==> config.mk <==
export PLATFORM = sky130hd
export DESIGN_NAME = lsd_decoder
export DESIGN_NICKNAME = d
export VERILOG_FILES = /design/src/lsd_pkg.sv /design/src/lsd_decoder.sv
export VERILOG_INCLUDE_DIRS = /design/src
export SDC_FILE = /design/constraint.sdc
export NUM_CORES = 1
export LEC_CHECK = 0
export BUFFER_PORTS_ARGS = -buffer_cell sky130_fd_sc_hd__buf_2
export CORE_MARGIN = 4
export CORE_UTILIZATION = 50
export DETAILED_ROUTE_END_ITERATION = 7
export HOLD_SLACK_MARGIN = 0.02
export PLACE_DENSITY = 0.74
export SKIP_LAST_GASP = 1
export SYNTH_ARGS = -nofsm -noshare
export SYNTH_HDL_FRONTEND = slang
export SYNTH_SLANG_ARGS = --single-unit
==> constraint.sdc <==
create_clock -name aclk -period 3.35 [get_ports aclk]
set_clock_uncertainty 0.15 [all_clocks]
set_input_delay 0 -clock aclk [delete_from_list [all_inputs] [get_ports aclk]]
set_output_delay 0 -clock aclk [all_outputs]
set_load 0.02 [all_outputs]
==> src/lsd_defines.svh <==
// Constants of the LCD standard instruction decoder: register map, codes, timing.
// Assumes inclusion by the top module only.
`ifndef LSD_DEFINES_SVH
`define LSD_DEFINES_SVH
`define LSD_REG_CMD 8'h00
`define LSD_REG_DATA_OP 8'h04
`define LSD_REG_CTRL 8'h08
`define LSD_REG_STATUS 8'h0c
`define LSD_REG_STATE 8'h10
`define LSD_REG_BLINK 8'h14
`define LSD_CODE_HOME 8'h02
`define LSD_PAT_ENTRY 6'h01
`define LSD_PAT_DISP 5'h01
`define LSD_PAT_SHIFT 4'h1
`define LSD_PAT_GLYPH 2'h1
`define LSD_LINE_LEN 7'h28
`define LSD_LINE2_BASE 7'h40
`define LSD_OFF_CYCLES 2'h3
`define LSD_BLINK_DIV 52224
`define LSD_EXEC_CYCLES 4'h2
`define LSD_RESP_OKAY 2'h0
`define LSD_RESP_SLVERR 2'h2
`endif

==> src/lsd_pkg.sv <==
// Types of the LCD standard instruction decoder.
// Assumes lsd_defines.svh for the numbers.
package lsd_pkg;
    typedef enum logic [1:0] {lsd_idle, lsd_exec, lsd_done} lsd_state_t;
    typedef struct packed {
        logic disp_on;
        logic cursor_on;
        logic blink_on;
        logic addr_inc;
        logic shift_on;
    } lsd_mode_t;
    typedef struct packed {
        logic seg_low;
        logic gen_off;
        logic cursor_shown;
        logic blink_all_dots;
    } lsd_drive_t;
endpackage

==> src/lsd_decoder.sv <==
// Standard instruction decoder of a character LCD controller with an AXI4-Lite slave.
// Assumes one 25 MHz clock, a synchronous active-low reset, and a master keeping AXI rules.
`timescale 1ns/1ps
`include "lsd_defines.svh"

// Function
// - Home clears counter and shift, keeps modes
// - Entry mode sets direction and shift flags
// - RAM access steps counter by direction
// - Glyph RAM access hides cursor and blink
// - Text write shifts display when enabled
// - No shift on reads or glyph access
// - Display control sets on, cursor, blink
// - Display off: segments low, generators off
// - Outputs low three cycles after off
// - Instructions still run while powered down
// - Cursor is five dots on row eight
// - Blink toggles every 26112 clocks
// - Shift instruction selects target and direction
// - Shift touches no RAM data
// - Cursor wraps after position 40 per line
// - Display shift keeps counter; cursor steps it
// - Glyph address loads low six bits only
// - One shared seven-bit counter, fully readable
// - Bit seven loads text address, selects text
// - Decode only while set-select bit clear
// - Status read gives busy and counter
module lsd_decoder (
    input wire logic aclk,
    input wire logic aresetn,
    input wire logic [7:0] s_axi_awaddr,
    input wire logic s_axi_awvalid,
    output logic s_axi_awready,
    input wire logic [31:0] s_axi_wdata,
    input wire logic [3:0] s_axi_wstrb,
    input wire logic s_axi_wvalid,
    output logic s_axi_wready,
    output logic [1:0] s_axi_bresp,
    output logic s_axi_bvalid,
    input wire logic s_axi_bready,
    input wire logic [7:0] s_axi_araddr,
    input wire logic s_axi_arvalid,
    output logic s_axi_arready,
    output logic [31:0] s_axi_rdata,
    output logic [1:0] s_axi_rresp,
    output logic s_axi_rvalid,
    input wire logic s_axi_rready,
    output lsd_pkg::lsd_drive_t drive,
    output logic [6:0] cursor_addr,
    output logic [6:0] display_shift
);
    import lsd_pkg::*;

    lsd_state_t state;
    lsd_mode_t mode;
    logic [6:0] addr_counter;
    logic [6:0] shift_count;
    logic glyph_sel;
    logic ext_set;
    logic busy;
    logic [7:0] cmd;
    logic cmd_is_data;
    logic data_is_read;
    logic [3:0] exec_cnt;
    logic [1:0] off_cnt;
    logic [15:0] blink_cnt;
    logic blink_phase;
    logic [7:0] aw_addr;
    logic aw_held;
    logic [31:0] w_data;
    logic [3:0] w_strb;
    logic w_held;
    logic accept;
    logic wr_cmd;
    logic wr_data;
    logic wr_ok;
    // One-cycle execute strobes, one per instruction kind
    logic run_data;
    logic run_text_load;
    logic run_glyph_load;
    logic run_shift;
    logic run_disp;
    logic run_entry;
    logic run_home;

    assign wr_ok = aw_held && w_held && !s_axi_bvalid;
    assign wr_cmd = wr_ok && aw_addr == `LSD_REG_CMD && w_strb[0];
    assign wr_data = wr_ok && aw_addr == `LSD_REG_DATA_OP && w_strb[0];
    assign accept = (wr_cmd || wr_data) && !busy && !ext_set;

    // Strobes fire in the done cycle whatever the display state
    assign run_data = state == lsd_done && cmd_is_data;
    assign run_text_load = state == lsd_done && !cmd_is_data && cmd[7];
    assign run_glyph_load = state == lsd_done && !cmd_is_data && cmd[7:6] == `LSD_PAT_GLYPH;
    assign run_shift = state == lsd_done && !cmd_is_data && cmd[7:4] == `LSD_PAT_SHIFT &&
        cmd[1:0] == 2'h0;
    assign run_disp = state == lsd_done && !cmd_is_data && cmd[7:3] == `LSD_PAT_DISP;
    assign run_entry = state == lsd_done && !cmd_is_data && cmd[7:2] == `LSD_PAT_ENTRY;
    assign run_home = state == lsd_done && !cmd_is_data && cmd == `LSD_CODE_HOME;

    // Step in the given direction, wrapping each 40-position line of text RAM only
    function automatic logic [6:0] step_addr(input logic [6:0] a, input logic up, input logic g);
        logic [6:0] r;
        r = up ? a + 7'h01 : a - 7'h01;
        if (!g) begin
            if (up && a == `LSD_LINE_LEN - 7'h01) begin
                r = `LSD_LINE2_BASE;
            end else if (up && a == `LSD_LINE2_BASE + `LSD_LINE_LEN - 7'h01) begin
                r = 7'h00;
            end else if (!up && a == `LSD_LINE2_BASE) begin
                r = `LSD_LINE_LEN - 7'h01;
            end else if (!up && a == 7'h00) begin
                r = `LSD_LINE2_BASE + `LSD_LINE_LEN - 7'h01;
            end
        end
        return r;
    endfunction

    // Write channel capture, either order
    always_ff @(posedge aclk) begin
        if (!aresetn) begin
            aw_held <= 1'b0;
            w_held <= 1'b0;
            aw_addr <= 8'h00;
            w_data <= 32'h0000_0000;
            w_strb <= 4'h0;
            s_axi_awready <= 1'b0;
            s_axi_wready <= 1'b0;
        end else begin
            s_axi_awready <= !aw_held && !s_axi_awready && !s_axi_bvalid;
            s_axi_wready <= !w_held && !s_axi_wready && !s_axi_bvalid;
            if (s_axi_awvalid && s_axi_awready) begin
                aw_held <= 1'b1;
                aw_addr <= s_axi_awaddr;
                s_axi_awready <= 1'b0;
            end
            if (s_axi_wvalid && s_axi_wready) begin
                w_held <= 1'b1;
                w_data <= s_axi_wdata;
                w_strb <= s_axi_wstrb;
                s_axi_wready <= 1'b0;
            end
            if (wr_ok) begin
                aw_held <= 1'b0;
                w_held <= 1'b0;
            end
        end
    end

    // Write response
    always_ff @(posedge aclk) begin
        if (!aresetn) begin
            s_axi_bvalid <= 1'b0;
            s_axi_bresp <= `LSD_RESP_OKAY;
        end else if (wr_ok) begin
            s_axi_bvalid <= 1'b1;
            if (aw_addr == `LSD_REG_CMD || aw_addr == `LSD_REG_DATA_OP ||
                aw_addr == `LSD_REG_CTRL) begin
                s_axi_bresp <= `LSD_RESP_OKAY;
            end else begin
                s_axi_bresp <= `LSD_RESP_SLVERR;
            end
        end else if (s_axi_bready) begin
            s_axi_bvalid <= 1'b0;
        end
    end

    // Control register: instruction set select
    always_ff @(posedge aclk) begin
        if (!aresetn) begin
            ext_set <= 1'b0;
        end else if (wr_ok && aw_addr == `LSD_REG_CTRL && w_strb[0]) begin
            ext_set <= w_data[0];
        end
    end

    // Read channel
    always_ff @(posedge aclk) begin
        if (!aresetn) begin
            s_axi_arready <= 1'b0;
            s_axi_rvalid <= 1'b0;
            s_axi_rdata <= 32'h0000_0000;
            s_axi_rresp <= `LSD_RESP_OKAY;
        end else begin
            s_axi_arready <= !s_axi_arready && !s_axi_rvalid;
            if (s_axi_arvalid && s_axi_arready) begin
                s_axi_arready <= 1'b0;
                s_axi_rvalid <= 1'b1;
                s_axi_rresp <= `LSD_RESP_OKAY;
                case (s_axi_araddr)
                    `LSD_REG_STATUS: s_axi_rdata <= {24'h000000, busy, addr_counter};
                    `LSD_REG_CTRL: s_axi_rdata <= {31'h0000_0000, ext_set};
                    `LSD_REG_STATE: s_axi_rdata <= {16'h0000, shift_count, glyph_sel,
                        3'h0, mode};
                    `LSD_REG_BLINK: s_axi_rdata <= {31'h0000_0000, blink_phase};
                    default: begin
                        s_axi_rdata <= 32'h0000_0000;
                        s_axi_rresp <= `LSD_RESP_SLVERR;
                    end
                endcase
            end else if (s_axi_rvalid && s_axi_rready) begin
                s_axi_rvalid <= 1'b0;
            end
        end
    end

    // Instruction latch: byte and access kind held for the whole execution
    always_ff @(posedge aclk) begin
        if (!aresetn) begin
            cmd <= 8'h00;
            cmd_is_data <= 1'b0;
            data_is_read <= 1'b0;
        end else if (state == lsd_idle && accept) begin
            cmd <= w_data[7:0];
            cmd_is_data <= wr_data;
            data_is_read <= w_data[8];
        end
    end

    // Busy sequencer: accepted instruction runs for a fixed time
    always_ff @(posedge aclk) begin
        if (!aresetn) begin
            state <= lsd_idle;
            busy <= 1'b0;
            exec_cnt <= 4'h0;
        end else begin
            case (state)
                lsd_idle: begin
                    if (accept) begin
                        state <= lsd_exec;
                        busy <= 1'b1;
                        exec_cnt <= `LSD_EXEC_CYCLES;
                    end
                end
                lsd_exec: begin
                    exec_cnt <= exec_cnt - 4'h1;
                    if (exec_cnt == 4'h1) begin
                        state <= lsd_done;
                    end
                end
                lsd_done: begin
                    state <= lsd_idle;
                    busy <= 1'b0;
                end
                default: begin
                    state <= lsd_idle;
                    busy <= 1'b0;
                end
            endcase
        end
    end

    // Display control and entry mode flags
    always_ff @(posedge aclk) begin
        if (!aresetn) begin
            mode <= '{disp_on: 1'b0, cursor_on: 1'b0, blink_on: 1'b0,
                addr_inc: 1'b1, shift_on: 1'b0};
        end else if (run_disp) begin
            mode.disp_on <= cmd[2];
            mode.cursor_on <= cmd[1];
            mode.blink_on <= cmd[0];
        end else if (run_entry) begin
            mode.addr_inc <= cmd[1];
            mode.shift_on <= cmd[0];
        end
    end

    // Which RAM later data accesses go to
    always_ff @(posedge aclk) begin
        if (!aresetn) begin
            glyph_sel <= 1'b0;
        end else if (run_text_load) begin
            glyph_sel <= 1'b0;
        end else if (run_glyph_load) begin
            glyph_sel <= 1'b1;
        end
    end

    // Shared address counter of both RAMs
    always_ff @(posedge aclk) begin
        if (!aresetn) begin
            addr_counter <= 7'h00;
        end else if (run_data) begin
            addr_counter <= step_addr(addr_counter, mode.addr_inc, glyph_sel);
        end else if (run_text_load) begin
            addr_counter <= cmd[6:0];
        end else if (run_glyph_load) begin
            addr_counter[5:0] <= cmd[5:0];
        end else if (run_shift && !cmd[3]) begin
            addr_counter <= step_addr(addr_counter, cmd[2], glyph_sel);
        end else if (run_home) begin
            addr_counter <= 7'h00;
        end
    end

    // Display shift offset; a left shift counts up
    always_ff @(posedge aclk) begin
        if (!aresetn) begin
            shift_count <= 7'h00;
        end else if (run_data && mode.shift_on && !glyph_sel && !data_is_read) begin
            shift_count <= mode.addr_inc ? shift_count + 7'h01 : shift_count - 7'h01;
        end else if (run_shift && cmd[3]) begin
            shift_count <= cmd[2] ? shift_count - 7'h01 : shift_count + 7'h01;
        end else if (run_home) begin
            shift_count <= 7'h00;
        end
    end

    // Blink timebase
    always_ff @(posedge aclk) begin
        if (!aresetn) begin
            blink_cnt <= 16'h0000;
            blink_phase <= 1'b0;
        end else if (blink_cnt == 16'((`LSD_BLINK_DIV / 2) - 1)) begin
            blink_cnt <= 16'h0000;
            blink_phase <= !blink_phase;
        end else begin
            blink_cnt <= blink_cnt + 16'h0001;
        end
    end

    // Display-off counter, counting up; the drivers fall once it reaches its end
    always_ff @(posedge aclk) begin
        if (!aresetn) begin
            off_cnt <= 2'h0;
        end else if (mode.disp_on) begin
            off_cnt <= 2'h0;
        end else if (off_cnt != `LSD_OFF_CYCLES - 2'h1) begin
            off_cnt <= off_cnt + 2'h1;
        end
    end

    // Power-down levels: drivers fall three cycles after display off
    always_ff @(posedge aclk) begin
        if (!aresetn) begin
            drive <= '{seg_low: 1'b1, gen_off: 1'b1, cursor_shown: 1'b0,
                blink_all_dots: 1'b0};
        end else begin
            if (mode.disp_on) begin
                drive.seg_low <= 1'b0;
                drive.gen_off <= 1'b0;
            end else if (off_cnt == `LSD_OFF_CYCLES - 2'h1) begin
                drive.seg_low <= 1'b1;
                drive.gen_off <= 1'b1;
            end
            drive.cursor_shown <= mode.cursor_on && !glyph_sel && mode.disp_on;
            drive.blink_all_dots <= mode.blink_on && !glyph_sel && blink_phase && mode.disp_on;
        end
    end

    // Address counter copy for the row/column engine
    always_ff @(posedge aclk) begin
        if (!aresetn) begin
            cursor_addr <= 7'h00;
        end else begin
            cursor_addr <= addr_counter;
        end
    end

    // Display offset copy for the row/column engine
    always_ff @(posedge aclk) begin
        if (!aresetn) begin
            display_shift <= 7'h00;
        end else begin
            display_shift <= shift_count;
        end
    end
endmodule

==> results.json, run 1 <==
{
  "status": "complete, no violations",
  "placed_area_um2": 5911,
  "cp_common_cell": "dlygate4sd3_1",
  "chipWidth_um": 113.4,
  "min_period_ps": 2323,
  "setup_violations": 0,
  "antenna_left": 0,
  "coreArea_um2": 10840,
  "clk_path_buf_depth": 2,
  "preCtsSetupSlack_ps": 1093,
  "cts_tree": "done",
  "antenna_found_initial": 0,
  "wirelength_um": 15150,
  "hold_violations": 0,
  "cts-buffers-inserted": 17,
  "io_buffers": 73,
  "rows": 38,
  "firstDrtPassIters": 5,
  "clock_latency_ps": 530,
  "clk_pin_slew_ps": 60,
  "rsz0062_at_grt": "no",
  "netlist_area_um2": 5555,
  "synth.area.top_cells": "dfxtp_1 (42%), nor2_1 (5.8%), nand2_1 (4.3%), a21oi_1 (4.0%), mux2i_1 (3.1%)",
  "dp.cells": 824,
  "pin_count": 118,
  "dieArea_um2": 12860,
  "netlist_instances": 642,
  "drv_cap": 0,
  "cts_setup_buffers": 0,
  "slew_viol_final": 0,
  "max_freq_ghz": 0.4305,
  "slowest_stage": "dlygate4sd3_1",
  "synth.top_cell.area_share_pct": 42.16,
  "synth_area_per_cell_um2": 8.653,
  "cts_resized": 0,
  "n_antenna_cell": 0,
  "drive_above_1_share_pct": 17.07,
  "final_common_cell": "dfxtp_1",
  "final_cell_mix": "dfxtp_1 (117), nor2_1 (86), buf_2 (73), dlygate4sd3_1 (69), nand2_1 (64)",
  "worstSetupStartpointType": "register",
  "synth_seq_area_share_pct": 42.16,
  "totalNegativeSetupSlack_ps": 0,
  "p_per_area_nw_per_um2": 489.7,
  "hold_path.class": "input pin to register",
  "overflow": 0,
  "grt_start_max_net_pins": 49,
  "start_util_pct": 51.25,
  "yosys_most_used_dff": "dfxtp_1",
  "nets": 839,
  "crit_arrival_ps": 2650,
  "grt_use_total_pct": 24.16,
  "avgViaCountPerCell": 5.676,
  "leakage_nw": 2.936,
  "fin_area_um2": 7207,
  "synth_edf_count": 0,
  "cts_max_level": 4,
  "ys_types": 79,
  "dp_hpwl_um": 9263,
  "drt-wirelength-per-cell_um": 16.38,
  "maxSlewHeadroom_pct": 48.79,
  "path_max_fanout": 11,
  "fin_ws_ps": 1027,
  "worstPathRequired_ps": 3680,
  "area_delta_synth_final_pct": 29.73,
  "ys_warn_count": 0,
  "max_stage_delay_ps": 580,
  "crit_chain": "and2_1 -> nand2_1 -> dlygate4sd3_1 -> a21oi_1 -> dlygate4sd3_1",
  "grt_pass1_vias": 5164,
  "hold_ws_ps": 79.06,
  "fin_cells": 925,
  "cp-end-kind": "register",
  "finalWeightedCongestion": 0.9345,
  "synth_area_leader_cell": "dfxtp_1",
  "via_count": 5250,
  "post-route-util_pct": 66.48,
  "finalCritPeriodShare_pct": 69.34,
  "ir_worst_vdd_uv": 287.6,
  "grt_pass1_wl_um": 25090,
  "tightest_slew_ps": 767.2,
  "cts_sinks": 117,
  "p_total_mw": 3.529,
  "die_h_um": 113.4,
  "cts_root_buffer": "clkbuf_8",
  "synth-async-reset-ratio_pct": 0,
  "drt_iter0_markers": 413,
  "ys_ff_latch": 117,
  "drc": 0,
  "worstSetupPathType": "register to register"
}
==> sequential cells by signal, summed over array words and instances (netlist names), 4 cells and up <==
signal         count
blink_cnt         16
s_axi_rdata       16
w_data             9
aw_addr            8
cmd                8
addr_counter       7
cursor_addr        7
display_shift      7
shift_count        7
mode               5
exec_cnt           4
==> synth_stat cells, types with 3 or more instances <==
cell type and count:
o21ai_0 18, a211oi_1 4, mux2i_1 17, a22oi_1 17, o22ai_1 4, nor2_1 86, or4_1 3, a32oi_1 4
and2_1 10, clkbuf_1 20, buf_1 4, a22o_1 6, nor3_1 12, ha_1 8, xnor2_1 12, nand3b_1 4
nand2_1 64, a31oi_1 5, nor2b_1 6, nand3_1 26, inv_1 18, buf_4 21, nor3b_1 3, nand2b_1 13
nand4_1 10, and4_1 3, dfxtp_1 117, a211o_1 3, xor2_1 11, and3_1 6, a21oi_1 44, buf_2 5
==> cells by family (layout without fill, tap and decap cells) <==
kind of cell    after synthesis  after routing  share of synthesized area, %
other cells                   1             18                       0.06750
buf+inv                      70            196                         6.396
compound gates              128            128                         15.65
xor+xnor                     23             23                         3.626
flops                       117            117                         42.16
fa+ha+maj                     8              8                         1.802
mux                          18             18                         3.266
simple gates                277            277                         27.03
==> report_power, final <==
| group | switching [mW] | internal (mW) |
|---|---|---|
| clock network | 0.678 | 1.16 |
| registers | 0.0273 | 1.42 |
| logic | 0.133 | 0.109 |
==> what timing repair did <==
item / CTS / global route
endpoints found under the hold margin: 65 / 0
endpoints found under the setup margin: 0 / 0
hold buffers: 69 / 0
==> cell type report <==
class	count	area, µm²
clock inverters	14	177.7
fillers	845	3633
repair buffers	145	1091
multi-input cells	472	2922
inverters	19	71.32
flip-flops and latches	117	2342
clock buffers	18	427.9
well taps	140	175.2
==> per-layer routing <==
metal | GRT usage, % | vias up | share of wire [%]
li1 | - | 2483 | -
met1 | 30.15 | 2512 | 42
met2 | 40.05 | 213 | 48
met3 | 5.836 | 42 | 6.7
met4 | 10.18 | 0 | 2.8
met5 | 0 | - | 0
==> worst max-delay path: cells and delay by family (launching register included) <==
family	cells	cell delay, ps
buf+inv	2	1150
simple gates	2	470
flops	1	350
compound gates	1	150
==> final timing paths <==
kind                        start         endpoint  slack (ps)  depth (start not counted)
hold reg to reg      s_axi_rvalid    s_axi_arready         310                          1
hold / removal    s_axi_araddr[1]  s_axi_rdata[15]          80                          6
setup / recovery     s_axi_wready        w_data[3]        1030                          5
setup reg to reg     s_axi_wready        w_data[3]        1030                          5
Power figures use the tool's default switching activity.
==> run 2, diff against run 1 <==
==> constraint.sdc (replaced) <==
create_clock -name aclk -period 2.45 [get_ports aclk]
set_clock_uncertainty 0.15 [all_clocks]
set_input_delay 0 -clock aclk [delete_from_list [all_inputs] [get_ports aclk]]
set_output_delay 0 -clock aclk [all_outputs]
set_load 0.02 [all_outputs]
==> results.json, run 2 (synthesized netlist as in run 1, its figures left out) <==
{
  "status": "complete, no violations",
  "p_int_mw": 3.841,
  "ir_worst_vdd_uv": 423.3,
  "largestRegisters": "blink_cnt (16), s_axi_rdata (16), w_data (9)",
  "cp_num_buf_inv": 2,
  "clock_latency_ps": 530,
  "worstReg2RegEnd": "s_axi_rdata[11]",
  "firstDrtPassIters": 5,
  "max_stage_delay_ps": 560,
  "grt_use_total_pct": 24.64,
  "hold_path.class": "input pin to register",
  "cts_setup_buffers": 0,
  "p_switching_mw": 1.078,
  "leakage_nw": 3.005,
  "cts_sinks": 117,
  "drt_iter0_markers": 365,
  "io_buffers": 73,
  "preCtsSetupSlack_ps": 221.2,
  "antenna_found_initial": 0,
  "finalWeightedCongestion": 0.8943,
  "drive_above_1_share_pct": 18.16,
  "hp-start": "aresetn",
  "drt-wirelength-per-cell_um": 16.29,
  "clk_pin_slew_ps": 60,
  "wirelength_um": 15200,
  "p_clk_share_pct": 52.9,
  "worstSetupStartpointType": "register",
  "min_path_cells": 4,
  "chipWidth_um": 113.4,
  "r2r_setup_slack_ps": 240,
  "final_cell_mix": "dfxtp_1 (117), nor2_1 (86), buf_2 (73), dlygate4sd3_1 (69), nand2_1 (64)",
  "start_util_pct": 51.25,
  "maxSlewHeadroom_pct": 64.54,
  "comb_power_share_pct": 6.7,
  "cts_root_buffer": "clkbuf_8",
  "rsz0062_at_grt": "no",
  "grt_pass1_vias": 5232,
  "reg2reg_from": "s_axi_arready",
  "grt_pass1_wl_um": 25520,
  "final_common_cell": "dfxtp_1",
  "drv_cap": 0,
  "hold_end": "s_axi_rdata[4]",
  "grt_start_max_net_pins": 57,
  "min_period_ps": 2207,
  "multiInputGateArea_um2": 2925,
  "slowest_stage": "dlygate4sd3_1",
  "clk_path_buf_depth": 2,
  "tightest_slew_ps": 531.2,
  "worstSetupPathType": "register to register",
  "register_area_um2": 2342,
  "placed_area_um2": 5986,
  "avgViaCountPerCell": 5.617,
  "dieArea_um2": 12860,
  "antenna_left": 0,
  "sequentialPowerShare_pct": 40.3,
  "coreArea_um2": 10840,
  "p_total_mw": 4.919,
  "fin_ws_ps": 243.4,
  "totalNegativeSetupSlack_ps": 0,
  "finalCritPeriodShare_pct": 90.06,
  "p_sw_share_pct": 21.92,
  "overflow": 0,
  "path_max_fanout": 10,
  "dp_hpwl_um": 9417,
  "fillCellCount": 806,
  "pin_count": 118,
  "nets": 849,
  "worst-r2r-cell-count": 7,
  "fin_area_um2": 7300,
  "area_delta_synth_final_pct": 31.40,
  "die_h_um": 113.4,
  "cts_max_level": 4,
  "cp-end-kind": "register",
  "via_count": 5241,
  "p_per_area_nw_per_um2": 673.9,
  "setup_violations": 0,
  "hold_violations": 0,
  "cpLargestDelayFamily": "simple AND/OR/NAND/NOR gates",
  "cts-buffers-inserted": 17,
  "rows": 38,
  "crit_chain": "nand2_1 -> nor3_4 -> dlygate4sd3_1 -> buf_4 -> and2_1 -> a22oi_1 -> nor2_1",
  "worstPathRequired_ps": 2760,
  "crit_arrival_ps": 2510,
  "cts_tree": "done",
  "slew_viol_final": 0,
  "n_antenna_cell": 0,
  "drc": 0,
  "max_freq_ghz": 0.4532
}
## run 2: power by group through the flow
stage	logic, mW	clock network (mW)	registers (mW)
floorplan	0.188	0	2.02
global placement	0.232	0	2.02
detailed placement	0.246	0	2.02
CTS	0.325	2.62	1.98
global route	0.361	2.72	1.99
finish	0.331	2.60	1.98
## run 2: layer usage
| metal | GRT usage [%] | vias up | share of wire, % | wire length (µm) |
|---|---|---|---|---|
| met4 | 10.26 | 0 | 2.0 | 305 |
| met3 | 6.366 | 31 | 7.2 | 1097 |
| met5 | 0 | - | 0 | 0 |
| li1 | - | 2509 | - | - |
| met1 | 31.25 | 2489 | 43 | 6461 |
| met2 | 39.97 | 212 | 48 | 7337 |
## run 2: how the worst max path moves through the flow
stage                     from               to  slack, ps  cells past startpoint
2_1_floorplan  addr_counter[0]  addr_counter[6]        400                      7
3_3_place_gp   addr_counter[0]  addr_counter[6]        330                      7
3_5_place_dp      blink_cnt[0]    blink_cnt[15]        220                      6
4_1_cts        s_axi_araddr[4]   s_axi_rresp[1]         40                      8
5_1_grt        addr_counter[0]  addr_counter[6]         90                      7
6_report         s_axi_arready  s_axi_rdata[11]        240                      7
## run 2: layout make-up
class	count	area share, %
clock buffer	21	6.428
multi-input combinational	472	40.08
inverter	19	0.9770
sequential	117	32.09
clock inverter	9	2.057
tap	140	2.400
timing repair buffer	155	15.98
## run 2: per-stage QoR
| stage | hold WS, ps | std cells | util (%) |
|---|---|---|---|
| global route | 298.9 | 933 | 67.34 |
| finish | 300.9 | 933 | 67.34 |
| floorplan | -33.65 | 659 | - |
| detailed placement | 97.54 | 834 | 55.22 |
| global placement | 96.39 | 834 | 55.22 |
| CTS | 273.0 | 934 | 67.39 |
## run 2: tightest hold or removal path, cell delays in order
cell	delay, ps
dlygate4sd3_1	520
buf_2	110
inv_2	170
nor2_1	140
## run 2: timing repair
item | 4_1_cts | 5_1_grt
gates resized for setup | 0 | 2
hold buffers | 70 | 0
endpoints found under the setup margin | 0 | 4
hold endpoints to repair | 96 | 0
